## src/core/seg_drive_pkg.sv

```systemverilog
// Purpose: Shared constants for the segment output and key scan block
// Assumes: One core clock, slot timing supplied by the frame timing logic
// Notes: Display memory is 24 bytes, one per segment line
package seg_drive_pkg;
  localparam int seg_count = 24;
  localparam int com_count = 4;
  localparam int scan_first_seg = 16;
  localparam int scan_seg_count = 8;
  localparam int mem_addr_width = 5;
  localparam logic [4:0] upper_clear_last = 5'h03;
  localparam logic [7:0] mem_reset_value = 8'h00;
  localparam logic [7:0] port_reset_value = 8'h00;
  typedef enum logic [1:0] {
    mode_static_type_v, mode_two_slot, mode_three_slot, mode_four_slot
  } duty_mode_type;
  typedef enum logic [1:0] {slot_display, slot_scan_first, slot_scan_latter} slot_kind_type;
endpackage

```

## src/core/lcd_segment_keyscan_mux.sv

```systemverilog
// Purpose: Segment pin drive from display memory and key scan port registers
// Assumes: Frame timing gives slot boundary and frame start strobes
// Notes: Notes on behaviour follow
// Notes on behaviour
// Each of the 24 segment lines takes its byte from display memory, lowest address first.
// Bit k of a segment byte is used while common line k is the active slot.
// A one drives the select level and a zero the deselect level on segment lines 0 to 23.
// In a key scan slot the upper segment pins come from port registers 14 and 15.
// Pins 16 to 23 take low nibbles in the first half and high nibbles in the latter half.
// With key scanning enabled, slices plus one scan slots are added to every frame.
// Bits above the slot count in each byte are ignored and stay as plain storage, bar the upper nibble of bytes 0 to 3.
// The upper nibble of the first four bytes always reads as zero.
// Software should load the latter half as the inverse of the first half.
// The pin source changes only on a slot boundary.
`timescale 1ns/1ps
module lcd_segment_keyscan_mux (
  input wire logic core_clk,
  input wire logic reset_n,
  input wire logic clk_en,
  input wire logic key_scan_enable,
  input wire seg_drive_pkg::duty_mode_type duty_mode,
  input wire logic slot_boundary,
  input wire logic frame_start,
  input wire logic mem_write,
  input wire logic [seg_drive_pkg::mem_addr_width-1:0] mem_addr,
  input wire logic [7:0] mem_wdata,
  output logic [7:0] mem_rdata,
  input wire logic port14_write,
  input wire logic port15_write,
  input wire logic [7:0] port_wdata,
  output logic [7:0] port14,
  output logic [7:0] port15,
  output logic [1:0] common_line_active,
  output logic scan_slot,
  output logic scan_latter_half,
  output logic [seg_drive_pkg::seg_count-1:0] segment_line_select
);
  import seg_drive_pkg::*;

  logic [7:0] disp_mem [0:seg_count-1];
  // Four bits: four slices plus five scan slots make nine slots a frame
  logic [3:0] slot_index;
  wire [3:0] slices = {2'b00, duty_mode} + 4'h1;
  wire [3:0] frame_slots = key_scan_enable ? slices + slices + 4'h1 : slices;
  wire [3:0] next_slot = (frame_start || slot_index + 4'h1 >= frame_slots) ?
    4'h0 : slot_index + 4'h1;
  wire next_scan = next_slot >= slices;
  wire [3:0] scan_pos = next_slot - slices;
  // First scan slot pairs with the first half, the rest alternate halves
  wire next_latter = next_scan && scan_pos[0];
  wire [1:0] next_com = next_scan ? common_line_active : next_slot[1:0];
  wire mem_addr_ok = mem_addr < 5'd24;
  wire upper_clear = mem_addr <= upper_clear_last;
  wire [7:0] mem_wmask = upper_clear ? 8'h0f : 8'hff;

  always_ff @(posedge core_clk or negedge reset_n) begin
    if (!reset_n) begin
      slot_index <= 4'h0;
      common_line_active <= 2'h0;
      scan_slot <= 1'b0;
      scan_latter_half <= 1'b0;
    end else if (clk_en && slot_boundary) begin
      slot_index <= next_slot;
      common_line_active <= next_com;
      scan_slot <= next_scan;
      scan_latter_half <= next_latter;
    end
  end

  always_ff @(posedge core_clk) begin
    if (clk_en && mem_write && mem_addr_ok) begin
      disp_mem[mem_addr] <= mem_wdata & mem_wmask;
    end
  end

  always_ff @(posedge core_clk or negedge reset_n) begin
    if (!reset_n) begin
      mem_rdata <= mem_reset_value;
      port14 <= port_reset_value;
      port15 <= port_reset_value;
    end else if (clk_en) begin
      mem_rdata <= mem_addr_ok ? disp_mem[mem_addr] & mem_wmask : 8'h00;
      if (port14_write) begin
        port14 <= port_wdata;
      end
      if (port15_write) begin
        port15 <= port_wdata;
      end
    end
  end

  // Software keeps ports inverted between halves to drain panel charge
  wire [7:0] scan_bits = next_latter ? {port15[7:4], port14[7:4]} :
    {port15[3:0], port14[3:0]};
  wire [1:0] bit_sel = next_com;
  // Unused upper bits are treated as zero on the pins for the lower duty modes
  wire bit_used = {1'b0, bit_sel} <= {1'b0, duty_mode};

  genvar s;
  generate
    for (s = 0; s < seg_count; s++) begin : g_seg
      wire [7:0] seg_byte = disp_mem[s];
      wire disp_level = bit_used & seg_byte[bit_sel];
      wire pick;
      if (s >= scan_first_seg) begin : g_scan
        assign pick = next_scan ? scan_bits[s-scan_first_seg] : disp_level;
      end else begin : g_plain
        assign pick = next_scan ? 1'b0 : disp_level;
      end
      seg_level_cell u_cell (
        .core_clk(core_clk),
        .reset_n(reset_n),
        .clk_en(clk_en),
        .slot_boundary(slot_boundary),
        .next_level(pick),
        .level(segment_line_select[s])
      );
    end
  endgenerate
endmodule // lcd_segment_keyscan_mux

```

## src/core/seg_level_cell.sv

```systemverilog
// Purpose: One segment pin level register with slot-boundary update
// Assumes: Caller presents the level already decoded
// Notes: Output changes only on the boundary strobe
`timescale 1ns/1ps
module seg_level_cell (
  input wire logic core_clk,
  input wire logic reset_n,
  input wire logic clk_en,
  input wire logic slot_boundary,
  input wire logic next_level,
  output logic level
);
  always_ff @(posedge core_clk or negedge reset_n) begin
    if (!reset_n) begin
      level <= 1'b0;
    end else if (clk_en && slot_boundary) begin
      level <= next_level;
    end
  end
endmodule // seg_level_cell

```

## config.mk

```make
export PLATFORM = sky130hd
export DESIGN_NAME = lcd_segment_keyscan_mux
export DESIGN_NICKNAME = d
export VERILOG_FILES = /design/src/core/seg_drive_pkg.sv /design/src/core/lcd_segment_keyscan_mux.sv /design/src/core/seg_level_cell.sv
export SDC_FILE = /design/constraint.sdc
export NUM_CORES = 1
export LEC_CHECK = 0
export BUFFER_PORTS_ARGS = -buffer_cell sky130_fd_sc_hd__clkbuf_2
export CAP_MARGIN = 20
export CORE_MARGIN = 1
export CORE_UTILIZATION = 63
export CTS_CLUSTER_DIAMETER = 200
export DETAILED_ROUTE_END_ITERATION = 12
export PLACE_DENSITY = 0.83
export SKIP_LAST_GASP = 1
export SYNTH_ARGS = -nofsm -noshare
export SYNTH_HDL_FRONTEND = slang
export SYNTH_HIERARCHICAL = 1
export SYNTH_SLANG_ARGS = --single-unit
```

## constraint.sdc

```tcl
create_clock -name core_clk -period 8.92 [get_ports core_clk]
set_input_delay 0.892 -clock core_clk [delete_from_list [all_inputs] [get_ports core_clk]]
set_output_delay 0.892 -clock core_clk [all_outputs]
set_load 0.02 [all_outputs]
```

==> impl_metrics.env, run 1 <==
export IMPL_dp_hpwl_um=15700
export IMPL_hp_class="flip-flop to flip-flop"
export IMPL_start_util=0.652
export IMPL_cts_tree="yes"
export IMPL_design_core_area_um2=16000
export IMPL_synth_cell_types=52
export IMPL_yosysMostFrequentCell="edfxtp_1"
export IMPL_worst_clock_skew_ns=0.0133
export IMPL_grt_pass1_wl_um=36400
export IMPL_yosys_warnings=6
export IMPL_pre_cts_slack_ns=2.18
export IMPL_status="completed"
export IMPL_syn_to_final_growth_pct=12.8
export IMPL_synth_xor_area_frac=0.00168
export IMPL_required_ns=9.37
export IMPL_wl_um=23900
export IMPL_finalSetupViolations=0
export IMPL_insertedDiodeCount=0
export IMPL_yosys_top_cells_area="edfxtp_1 51%, dfrtp_1 13%, mux4_2 13%"
export IMPL_port_buffers=83
export IMPL_p_leak_nw=4.39
export IMPL_cp_cell_sequence="nand3_1 -> xnor2_1 -> ha_1 -> a211o_1 -> a211o_1 -> ha_1 -> nand2b_1 -> a211o_1 -> a22oi_1 -> a2bb2oi_2 -> buf_4 -> inv_1 -> ha_1 -> inv_1 -> nand2_1 -> o311ai_0 -> a31oi_2 -> a31o_2 -> mux2_4"
export IMPL_rsz0062_at_grt="false"
export IMPL_ys_seq_area_frac=0.641
export IMPL_post_cts_buffers=0
export IMPL_drtIter0Drc=678
export IMPL_grt_max_degree=57
export IMPL_tns_ns=0
export IMPL_worst_pin_slew_ns=0.973
export IMPL_antenna_found_initial=1
export IMPL_numCtsBuffers=24
export IMPL_fmax_ghz=0.148
export IMPL_slew_headroom=0.350
export IMPL_vias=6322
export IMPL_yosys_area_share_simple=0.0715
export IMPL_cp_end_kind="flip-flop"
export IMPL_setup_ws_ns=2.17
export IMPL_grt_overflow_total=0
export IMPL_cts_hold_buffers=0
export IMPL_hold_slack_ns=0.488
export IMPL_crit_arrival_ns=7.21
export IMPL_die_w_um=131
export IMPL_async_flop_share=0.241
export IMPL_root_buffer="clkbuf_16"
export IMPL_clock_sinks=232
export IMPL_synth_fa_ha_area_frac=0.0132
export IMPL_dieArea_um2=17100
export IMPL_wire_per_inst_um=25.0
export IMPL_finalCritPeriodShare=0.757
export IMPL_grt_total_usage=0.292
export IMPL_viasPerCell=6.63
export IMPL_yosys_mux_area_fraction=0.196
export IMPL_drc=0
export IMPL_rrSetupSlack_ns=2.17
export IMPL_critical_path_startpoint_type="flip-flop"
export IMPL_rows=46
export IMPL_layout_drive_gt1_share=0.322
export IMPL_yosys_top_cells_count="176 x edfxtp_1, 60 x mux4_2, 56 x dfrtp_1"
export IMPL_die_y_um=131
export IMPL_nets=762
export IMPL_synth_enable_flop_cells=176
export IMPL_final_instance_count_excl_fill=953
export IMPL_syn_nets=680
export IMPL_drtAntennaViolNets=0
export IMPL_dr_pass1_iters=5
export IMPL_n_fill_cell=966
export IMPL_p_per_area_nw_per_um2=268
export IMPL_htree_levels=1
export IMPL_drv_slew=0
export IMPL_cp_slowest_cell="a31oi_2"
export IMPL_avgSynthCellArea_um2=16.4
export IMPL_ir_worst_vdd_mv=0.167
export IMPL_finalHoldViolCount=0
export IMPL_synth_seq_cells=232
export IMPL_critPathMaxStageDelay_ns=0.82
export IMPL_syn_area_um2=10400
export IMPL_synth_top_area_frac=0.507
export IMPL_num_io_pins=84
export IMPL_crit_fanout=34
export IMPL_maxCapViolations=0
export IMPL_yosys_area_top_type="edfxtp_1"
export IMPL_clk_pin_slew_worst_paths_ns=0.06
export IMPL_totalPowerFinal_mw=3.15
export IMPL_grt_pass1_vias=6315
export IMPL_ctsResizeCount=0
export IMPL_synth_top_flop_cell="edfxtp_1"
export IMPL_synth_compound_area_frac=0.0571
export IMPL_critical_path_class="flip-flop to flip-flop"
export IMPL_synth_top_family_by_area="multiplexers"
export IMPL_gp_congestion=0.884
export IMPL_post_place_cells=909
export IMPL_finalCriticalPeriod_ns=6.75
export IMPL_clk_path_buf_depth=3
export IMPL_synthCells=637
export IMPL_worstSkewPairLatency_ns=0.52
[path summary, 6_finish.rpt]
check / end / startpoint / depth (start not counted)
worst min-delay path: scan_latter_half$_DFFE_PN0P_ / scan_latter_half$_DFFE_PN0P_ / 2
max in group asynchronous: g_seg[15].u_cell/level$_DFFE_PN0P_ / reset_n / 2
worst max register to register: g_seg[18].u_cell/level$_DFFE_PN0P_ / slot_index[0]$_DFFE_PN0P_ / 19
min in group asynchronous: slot_index[2]$_DFFE_PN0P_ / reset_n / 2
worst min register to register: scan_latter_half$_DFFE_PN0P_ / scan_latter_half$_DFFE_PN0P_ / 2
worst max-delay path: g_seg[18].u_cell/level$_DFFE_PN0P_ / slot_index[0]$_DFFE_PN0P_ / 19
[metal layers]
metal	GRT usage	vias up	part of all wire
li1	-	2679	-
met1	0.387	3156	0.38
met2	0.492	412	0.49
met3	0.0497	73	0.088
met4	0.105	2	0.034
met5	0.00588	-	0.00054
[final cells by class]
class / count / area (um2) / area share
clock buffer: 33 / 634 / 0.0539
clock inverter: 11 / 116 / 0.00989
inverter: 17 / 63.8 / 0.00542
multi-input combinational: 356 / 3550 / 0.301
sequential: 232 / 6690 / 0.568
tap: 216 / 270 / 0.0230
timing repair buffer: 88 / 453 / 0.0385
[per-stage QoR]
| step | util | area, um2 |
|---|---|---|
| CTS | 0.736 | 11800 |
| floorplan | - | 10400 |
| global route | 0.736 | 11800 |
| finish | 0.736 | 11800 |
| global placement | 0.689 | 11000 |
| detailed placement | 0.689 | 11000 |
[cell usage in the layout (no fill, tap or decap), types with 2 or more instances in the layout]
cell and instances:
edfxtp_1 176, clkbuf_2 82, mux4_2 60, dfrtp_1 56
nand2_1 48, nor2_1 34, and2_1 31, clkbuf_16 24
mux2_4 24, nand3_1 21, o21ai_0 18, mux2_2 18
inv_1 17, a221o_1 14, mux2i_1 13, ha_1 11
clkbuf_1 9, a31o_2 8, a22oi_1 5, buf_4 5
a211o_1 4, o211ai_1 4, o22ai_1 4, clkinv_1 4
nand2b_1 3, nor2b_1 3, a21oi_1 2, or3_1 2
a32oi_1 2, and3_1 2, a32o_1 2, a221oi_1 2
clkinvlp_4 2, clkinv_2 2, bufinv_16 2
[logic make-up after synthesis]
group | count (synthesis)
DFF | 232
and+or+nand+nor | 154
muxes | 115
AOI/OAI and AO/OA | 74
buffers and inverters | 49
adders and majority gates | 11
xor gates and xnor gates | 2
[power by group]
| part | switching [mW] | internal, mW |
|---|---|---|
| logic | 0.484 | 0.405 |
| registers | 0.0615 | 1.25 |
| clock network | 0.399 | 0.556 |
[registers in the layout (all words and copies together), names as in the netlist]
| signal | cells |
|---|---|
| scan_latter_half | 1 |
| g_seg.u_cell/level | 24 |
| disp_mem | 176 |
| common_line_active | 2 |
| slot_index | 4 |
| port15 | 8 |
| port14 | 8 |
| mem_rdata | 8 |
| scan_slot | 1 |
[critical path, delay by kind of cell, from the launching register on]
kind	cells	cell delay (ns)
compound gates	8	3.26
fa+ha+maj	3	1.19
xor+xnor	1	0.70
buf+inv	3	0.52
flops	1	0.44
simple gates	3	0.42
mux	1	0.14
Power figures use the tool's default switching activity.
==> run 2: changes to the inputs <==
Settings changed: CORE_UTILIZATION 63 to 53, PLACE_DENSITY 0.83 to 0.75.
Clock period 8.92 ns to 5.4 ns, I/O delays scaled along.
==> run 2 against run 1 <==
  * Die area grew 19%
  * Sequential cell count stayed put
  * Cell count rose by 4.9%
  * Worst hold slack got worse by 0.32 ns
  * Combinational power up 70%
  * Non-clock buffer count up 5
  * Sequential share of layout area is 0.50 points lower
  * Via count down 3.2%
  * Sequential power is 65% higher
  * First-iteration DRC count decreased by 28%
  * Clock skew down 0.0079 ns
  * Critical path depth shrank 1
==> impl_metrics.env, run 2 (synthesized netlist as in run 1, its figures left out) <==
export IMPL_required_ns=5.79
export IMPL_wl_um=22200
export IMPL_dpl_instance_area_um2=11100
export IMPL_worst_pin_slew_ns=0.948
export IMPL_finalHoldViolCount=0
export IMPL_start_util=0.549
export IMPL_fin_area_um2=11900
export IMPL_regMostFlops="disp_mem"
export IMPL_drv_slew=0
export IMPL_rows=50
export IMPL_critical_path_startpoint_type="flip-flop"
export IMPL_num_io_pins=84
export IMPL_p_leak_nw=4.43
export IMPL_wire_per_inst_um=22.2
export IMPL_antenna_found_initial=0
export IMPL_root_buffer="clkbuf_16"
export IMPL_numCtsBuffers=23
export IMPL_layout_drive_gt1_share=0.332
export IMPL_viasPerCell=6.12
export IMPL_syn_to_final_growth_pct=13.8
export IMPL_grt_pass1_wl_um=34900
export IMPL_gp_congestion=0.976
export IMPL_cts_hold_buffers=0
export IMPL_largest_reg_flops=176
export IMPL_finalSetupViolations=0
export IMPL_grt_pass1_vias=6069
export IMPL_maxCapViolations=0
export IMPL_worstSkewPairLatency_ns=0.51
export IMPL_p_per_area_nw_per_um2=441
export IMPL_clk_path_buf_depth=3
export IMPL_tns_ns=0
export IMPL_cp_end_kind="flip-flop"
export IMPL_ir_worst_vdd_mv=0.261
export IMPL_fmax_ghz=0.198
export IMPL_grt_total_usage=0.229
export IMPL_worst_clock_skew_ns=0.00538
export IMPL_drc=0
export IMPL_grt_max_degree=57
export IMPL_critical_path_class="flip-flop to flip-flop"
export IMPL_multi_input_area_um2=3550
export IMPL_status="completed"
export IMPL_cts_tree="yes"
export IMPL_seq_area_um2=6690
export IMPL_mostFrequentLayoutCells="176 x edfxtp_1, 82 x clkbuf_2, 60 x mux4_2"
export IMPL_rsz0062_at_grt="false"
export IMPL_dr_pass1_iters=5
export IMPL_nets=766
export IMPL_htree_levels=1
export IMPL_dp_hpwl_um=15500
export IMPL_crit_fanout=24
export IMPL_finalCritPeriodShare=0.933
export IMPL_finalCriticalPeriod_ns=5.04
export IMPL_slew_headroom=0.366
export IMPL_drtAntennaViolNets=0
export IMPL_post_cts_buffers=0
export IMPL_insertedDiodeCount=0
export IMPL_die_w_um=142
export IMPL_drtIter0Drc=491
export IMPL_port_buffers=83
export IMPL_crit_arrival_ns=5.43
export IMPL_ctsResizeCount=0
export IMPL_dieArea_um2=20300
export IMPL_final_common_cell="edfxtp_1"
export IMPL_design_core_area_um2=19000
export IMPL_grt_overflow_total=0
export IMPL_die_y_um=142
export IMPL_reg_largest_list="disp_mem x176, g_seg.u_cell/level x24"
export IMPL_vias=6119
export IMPL_n_fill_cell=1383
export IMPL_clock_sinks=232
export IMPL_clk_pin_slew_worst_paths_ns=0.06
export IMPL_hp_class="primary input to async pin"
run 2: final cells by class:
| type | instances | area share |
|---|---|---|
| Timing Repair Buffer | 93 | 0.0424 |
| Multi-Input combinational cell | 356 | 0.299 |
| Clock buffer | 33 | 0.0542 |
| Inverter | 17 | 0.00537 |
| Tap cell | 260 | 0.0274 |
| Clock inverter | 9 | 0.00843 |
| Sequential cell | 232 | 0.563 |
run 2: report_power, final:
group          switching (mW)  internal [mW]  total (mW)
Clock                   0.645          0.925        1.57
Sequential             0.0981           2.06        2.16
Combinational           0.804          0.706        1.51
Total                    1.55           3.69        5.24
run 2: stage by stage:
step | util | hold WS [ns] | cells | power [mW] | setup WS [ns]
6_report | 0.624 | 0.172 | 1000 | 5.24 | 0.361
5_1_grt | 0.624 | 0.245 | 1000 | 5.46 | 0.0599
4_1_cts | 0.624 | 0.207 | 1000 | 5.26 | 0.349
3_5_place_dp | 0.585 | 0.470 | 958 | 3.70 | 0.261
3_3_place_gp | 0.585 | 0.467 | 958 | 3.65 | 0.537
2_1_floorplan | - | 0.244 | 637 | 3.26 | 0.132
run 2: per-layer routing:
layer | vias to the layer above | wire length (um) | GRT usage
met4 | 0 | 510 | 0.0634
met2 | 275 | 10400 | 0.358
met3 | 34 | 1580 | 0.0377
met1 | 3127 | 9720 | 0.335
li1 | 2683 | - | -
met5 | - | 0 | 0
run 2: critical path, stage by stage, from the launching register on:
cell and delay, ns:
dfrtp_1 0.41, nand3_1 0.13, xnor2_2 0.44, ha_1 0.35, a211o_1 0.33, a211o_1 0.37, ha_1 0.32, nand2b_1 0.15
a211o_1 0.40, a22oi_1 0.25, a2bb2oi_2 0.18, inv_1 0.06, ha_1 0.28, inv_1 0.05, o311ai_0 0.41, a31oi_2 0.06
buf_4 0.22, a31o_2 0.22, mux2_4 0.26
run 2: path summary, 6_finish.rpt:
check                                              from                            endpoint  slack [ns]  cells past startpoint
min in group core_clk                     port_wdata[3]               port14[3]$_DFFE_PN0P_        0.29                      2
setup / recovery              slot_index[0]$_DFFE_PN0P_  g_seg[18].u_cell/level$_DFFE_PN0P_        0.36                     18
max in group asynchronous                       reset_n  g_seg[10].u_cell/level$_DFFE_PN0P_        4.72                      2
setup reg to reg              slot_index[0]$_DFFE_PN0P_  g_seg[18].u_cell/level$_DFFE_PN0P_        0.36                     18
hold / removal                                  reset_n           slot_index[1]$_DFFE_PN0P_        0.17                      2
hold reg to reg            scan_latter_half$_DFFE_PN0P_        scan_latter_half$_DFFE_PN0P_        0.48                      2
==> run 3: changes to the inputs <==
Settings changed: ABC_AREA set to 1, CORE_MARGIN 1 to 5.
==> run 3 against run 2 <==
  * Worst hold slack better by 0.00059 ns
  * Register-to-register slack improved by 0.57 ns
  * Sequential share of layout area shrank 0.93 points
  * Critical endpoint is now g_seg[2].u_cell/level$_DFFE_PN0P_
==> impl_metrics.env, run 3 <==
export IMPL_crit_end="g_seg[2].u_cell/level$_DFFE_PN0P_"
export IMPL_n_fill_cell=1634
export IMPL_design_core_area_um2=19700
export IMPL_seq_area_um2=6690
export IMPL_finalCritPeriodShare=0.827
export IMPL_cp_end_kind="flip-flop"
export IMPL_synth_cell_types=27
export IMPL_worst_pin_slew_ns=1.11
export IMPL_wire_per_inst_um=18.1
export IMPL_root_buffer="clkbuf_16"
export IMPL_final_util=0.614
export IMPL_numCtsBuffers=24
export IMPL_drv_slew=0
export IMPL_num_io_pins=84
export IMPL_yosys_warnings=6
export IMPL_rrSetupSlack_ns=0.93
export IMPL_critical_path_class="flip-flop to flip-flop"
export IMPL_crit_fanout=16
export IMPL_hp_class="primary input to async pin"
export IMPL_drtIter0Drc=849
export IMPL_slew_headroom=0.260
export IMPL_syn_area_um2=10700
export IMPL_clock_sinks=232
export IMPL_tns_ns=0
export IMPL_ctsResizeCount=0
export IMPL_post_cts_buffers=0
export IMPL_status="completed"
export IMPL_synth_top_flop_cell="edfxtp_1"
export IMPL_async_flop_share=0.241
export IMPL_cts_hold_buffers=0
export IMPL_syn_nets=1112
export IMPL_critPathMaxStageDelay_ns=0.56
export IMPL_maxCapViolations=0
export IMPL_worstSkewPairLatency_ns=0.50
export IMPL_regMostFlops="disp_mem"
export IMPL_synth_top_area_frac=0.496
export IMPL_yosys_top_cells_area="edfxtp_1 50%, dfrtp_1 13%, nand2_1 12%"
export IMPL_synth_enable_flop_cells=176
export IMPL_yosysMostFrequentCell="nand2_1"
export IMPL_dp_hpwl_um=17200
export IMPL_path_depth=25
export IMPL_grt_max_degree=62
export IMPL_clk_pin_slew_worst_paths_ns=0.06
export IMPL_worst_clock_skew_ns=0.00785
export IMPL_yosys_top_cells_count="327 x nand2_1, 176 x edfxtp_1, 133 x inv_1"
export IMPL_combPwrFrac=0.276
export IMPL_critical_path_startpoint_type="flip-flop"
export IMPL_drtAntennaViolNets=0
export IMPL_dieArea_um2=23000
export IMPL_cts_tree="yes"
export IMPL_multi_input_area_um2=3270
export IMPL_p_leak_nw=5.26
export IMPL_required_ns=5.80
export IMPL_switching_power_mw=1.73
export IMPL_die_w_um=152
export IMPL_finalSetupViolations=0
export IMPL_startpoint="slot_index[0]$_DFFE_PN0P_"
export IMPL_rr_worst_depth=25
export IMPL_ys_seq_area_frac=0.628
export IMPL_ir_worst_vdd_mv=0.330
export IMPL_synthCells=1069
export IMPL_port_buffers=83
export IMPL_r2r_end="g_seg[2].u_cell/level$_DFFE_PN0P_"
export IMPL_p_seq_frac=0.413
export IMPL_p_per_area_nw_per_um2=428
export IMPL_p_clk_frac=0.311
export IMPL_grt_overflow_total=0
export IMPL_grt_total_usage=0.224
export IMPL_internal_power_mw=3.44
export IMPL_yosys_area_top_type="edfxtp_1"
export IMPL_viasPerCell=5.56
export IMPL_worst_path_dominant_cell_family="simple AND/OR/NAND/NOR gates"
export IMPL_rsz0062_at_grt="false"
export IMPL_clk_path_buf_depth=3
export IMPL_mostFrequentLayoutCells="327 x nand2_1, 176 x edfxtp_1, 133 x inv_1"
export IMPL_finalCriticalPeriod_ns=4.47
export IMPL_reg_largest_list="disp_mem x176, g_seg.u_cell/level x24"
export IMPL_avgSynthCellArea_um2=9.96
export IMPL_cp_slowest_cell="ha_1"
export IMPL_fmax_ghz=0.224
export IMPL_finalHoldViolCount=0
export IMPL_dr_pass1_iters=6
export IMPL_die_y_um=152
export IMPL_synth_seq_cells=232
export IMPL_grt_pass1_wl_um=40300
export IMPL_swShare=0.335
export IMPL_syn_to_final_growth_pct=13.4
export IMPL_grt_pass1_vias=7547
export IMPL_vias=7968
export IMPL_crit_arrival_ns=4.86
export IMPL_wl_um=26000
export IMPL_start_util=0.542
export IMPL_gp_congestion=0.890
export IMPL_largest_reg_flops=176
export IMPL_drc=0
export IMPL_htree_levels=1
export IMPL_final_common_cell="nand2_1"
export IMPL_layout_drive_gt1_share=0.124
export IMPL_nets=1194
export IMPL_crit_top_cell="nand2_1"
export IMPL_antenna_found_initial=0
export IMPL_rows=51
export IMPL_crit_buf_inv=3
export IMPL_insertedDiodeCount=0
export IMPL_r2r_start="slot_index[0]$_DFFE_PN0P_"
==> run 3: cell types whose count changed after synthesis, moves of 31 or more <==
cell / delta
a21oi_1: +34
mux4_2: -60
inv_1: +116
a22oi_1: +59
nand2_1: +279
nand3_1: +77
and2_1: -31
==> run 3: worst reg2reg max path: stages (launching register included) <==
cell and delay (ns):
dfrtp_1 0.46, ha_1 0.24, or2_2 0.30, nand2_1 0.06, ha_1 0.21, nand2_1 0.06, inv_1 0.04, nand2_1 0.09
nand3_1 0.16, ha_1 0.56, clkinv_4 0.16, nand2_1 0.09, nand2_1 0.06, nand2_2 0.07, a21oi_4 0.06, nand2_2 0.23
inv_1 0.10, nand2_1 0.08, nand2_2 0.06, ha_1 0.31, a21boi_0 0.34, nand2_1 0.12, nand2_2 0.25, a21oi_1 0.10
nand3_1 0.10, nand2_1 0.06
==> run 3: power groups by stage <==
stage          clock [mW]  combinational, mW  sequential (mW)
4_1_cts              1.64               1.41             2.14
2_1_floorplan           0              0.872             2.29
5_1_grt              1.71               1.58             2.15
3_5_place_dp            0               1.40             2.17
3_3_place_gp            0               1.38             2.17
6_report             1.61               1.43             2.14
==> run 3: worst min-delay path by stage <==
stage | end | slack [ns] | start
3_3_place_gp | g_seg[22].u_cell/level$_DFFE_PN0P_ | 0.46 | g_seg[22].u_cell/level$_DFFE_PN0P_
6_report | g_seg[9].u_cell/level$_DFFE_PN0P_ | 0.17 | reset_n
5_1_grt | g_seg[9].u_cell/level$_DFFE_PN0P_ | 0.24 | reset_n
4_1_cts | g_seg[9].u_cell/level$_DFFE_PN0P_ | 0.21 | reset_n
2_1_floorplan | common_line_active[0]$_DFFE_PN0P_ | 0.24 | reset_n
3_5_place_dp | g_seg[9].u_cell/level$_DFFE_PN0P_ | 0.46 | g_seg[9].u_cell/level$_DFFE_PN0P_
==> run 3: metrics by stage <==
stage	total power, mW	hold slack, ns	instances	setup WS (ns)	area (um2)
after floorplan	3.17	0.244	1069	1.31	10700
after global placement	3.55	0.457	1390	1.01	11300
after detailed placement	3.57	0.459	1390	0.841	11300
after CTS	5.18	0.210	1434	0.948	12100
after global routing	5.44	0.236	1434	0.607	12100
final	5.17	0.173	1434	0.933	12100
==> run 3: layout make-up <==
class	count	area share
Sequential cell	232	0.554
Tap cell	265	0.0275
Clock inverter	11	0.00839
Clock buffer	33	0.0560
Multi-Input combinational cell	664	0.271
Timing Repair Buffer	95	0.0419
Inverter	134	0.0421
==> run 3: routing by layer <==
metal  routed length [um]  GRT usage
met1                11000      0.327
met2                12100      0.364
met3                 2340     0.0306
met4                  505     0.0503
met5                    0          0
==> run 3: cell families after synthesis <==
kind of cell,count (synthesis),share of synthesized area
and+or+nand+nor,495,0.193
DFF,232,0.628
buffers and inverters,173,0.0659
AOI/OAI and AO/OA,158,0.100
adders and majority gates,11,0.0129
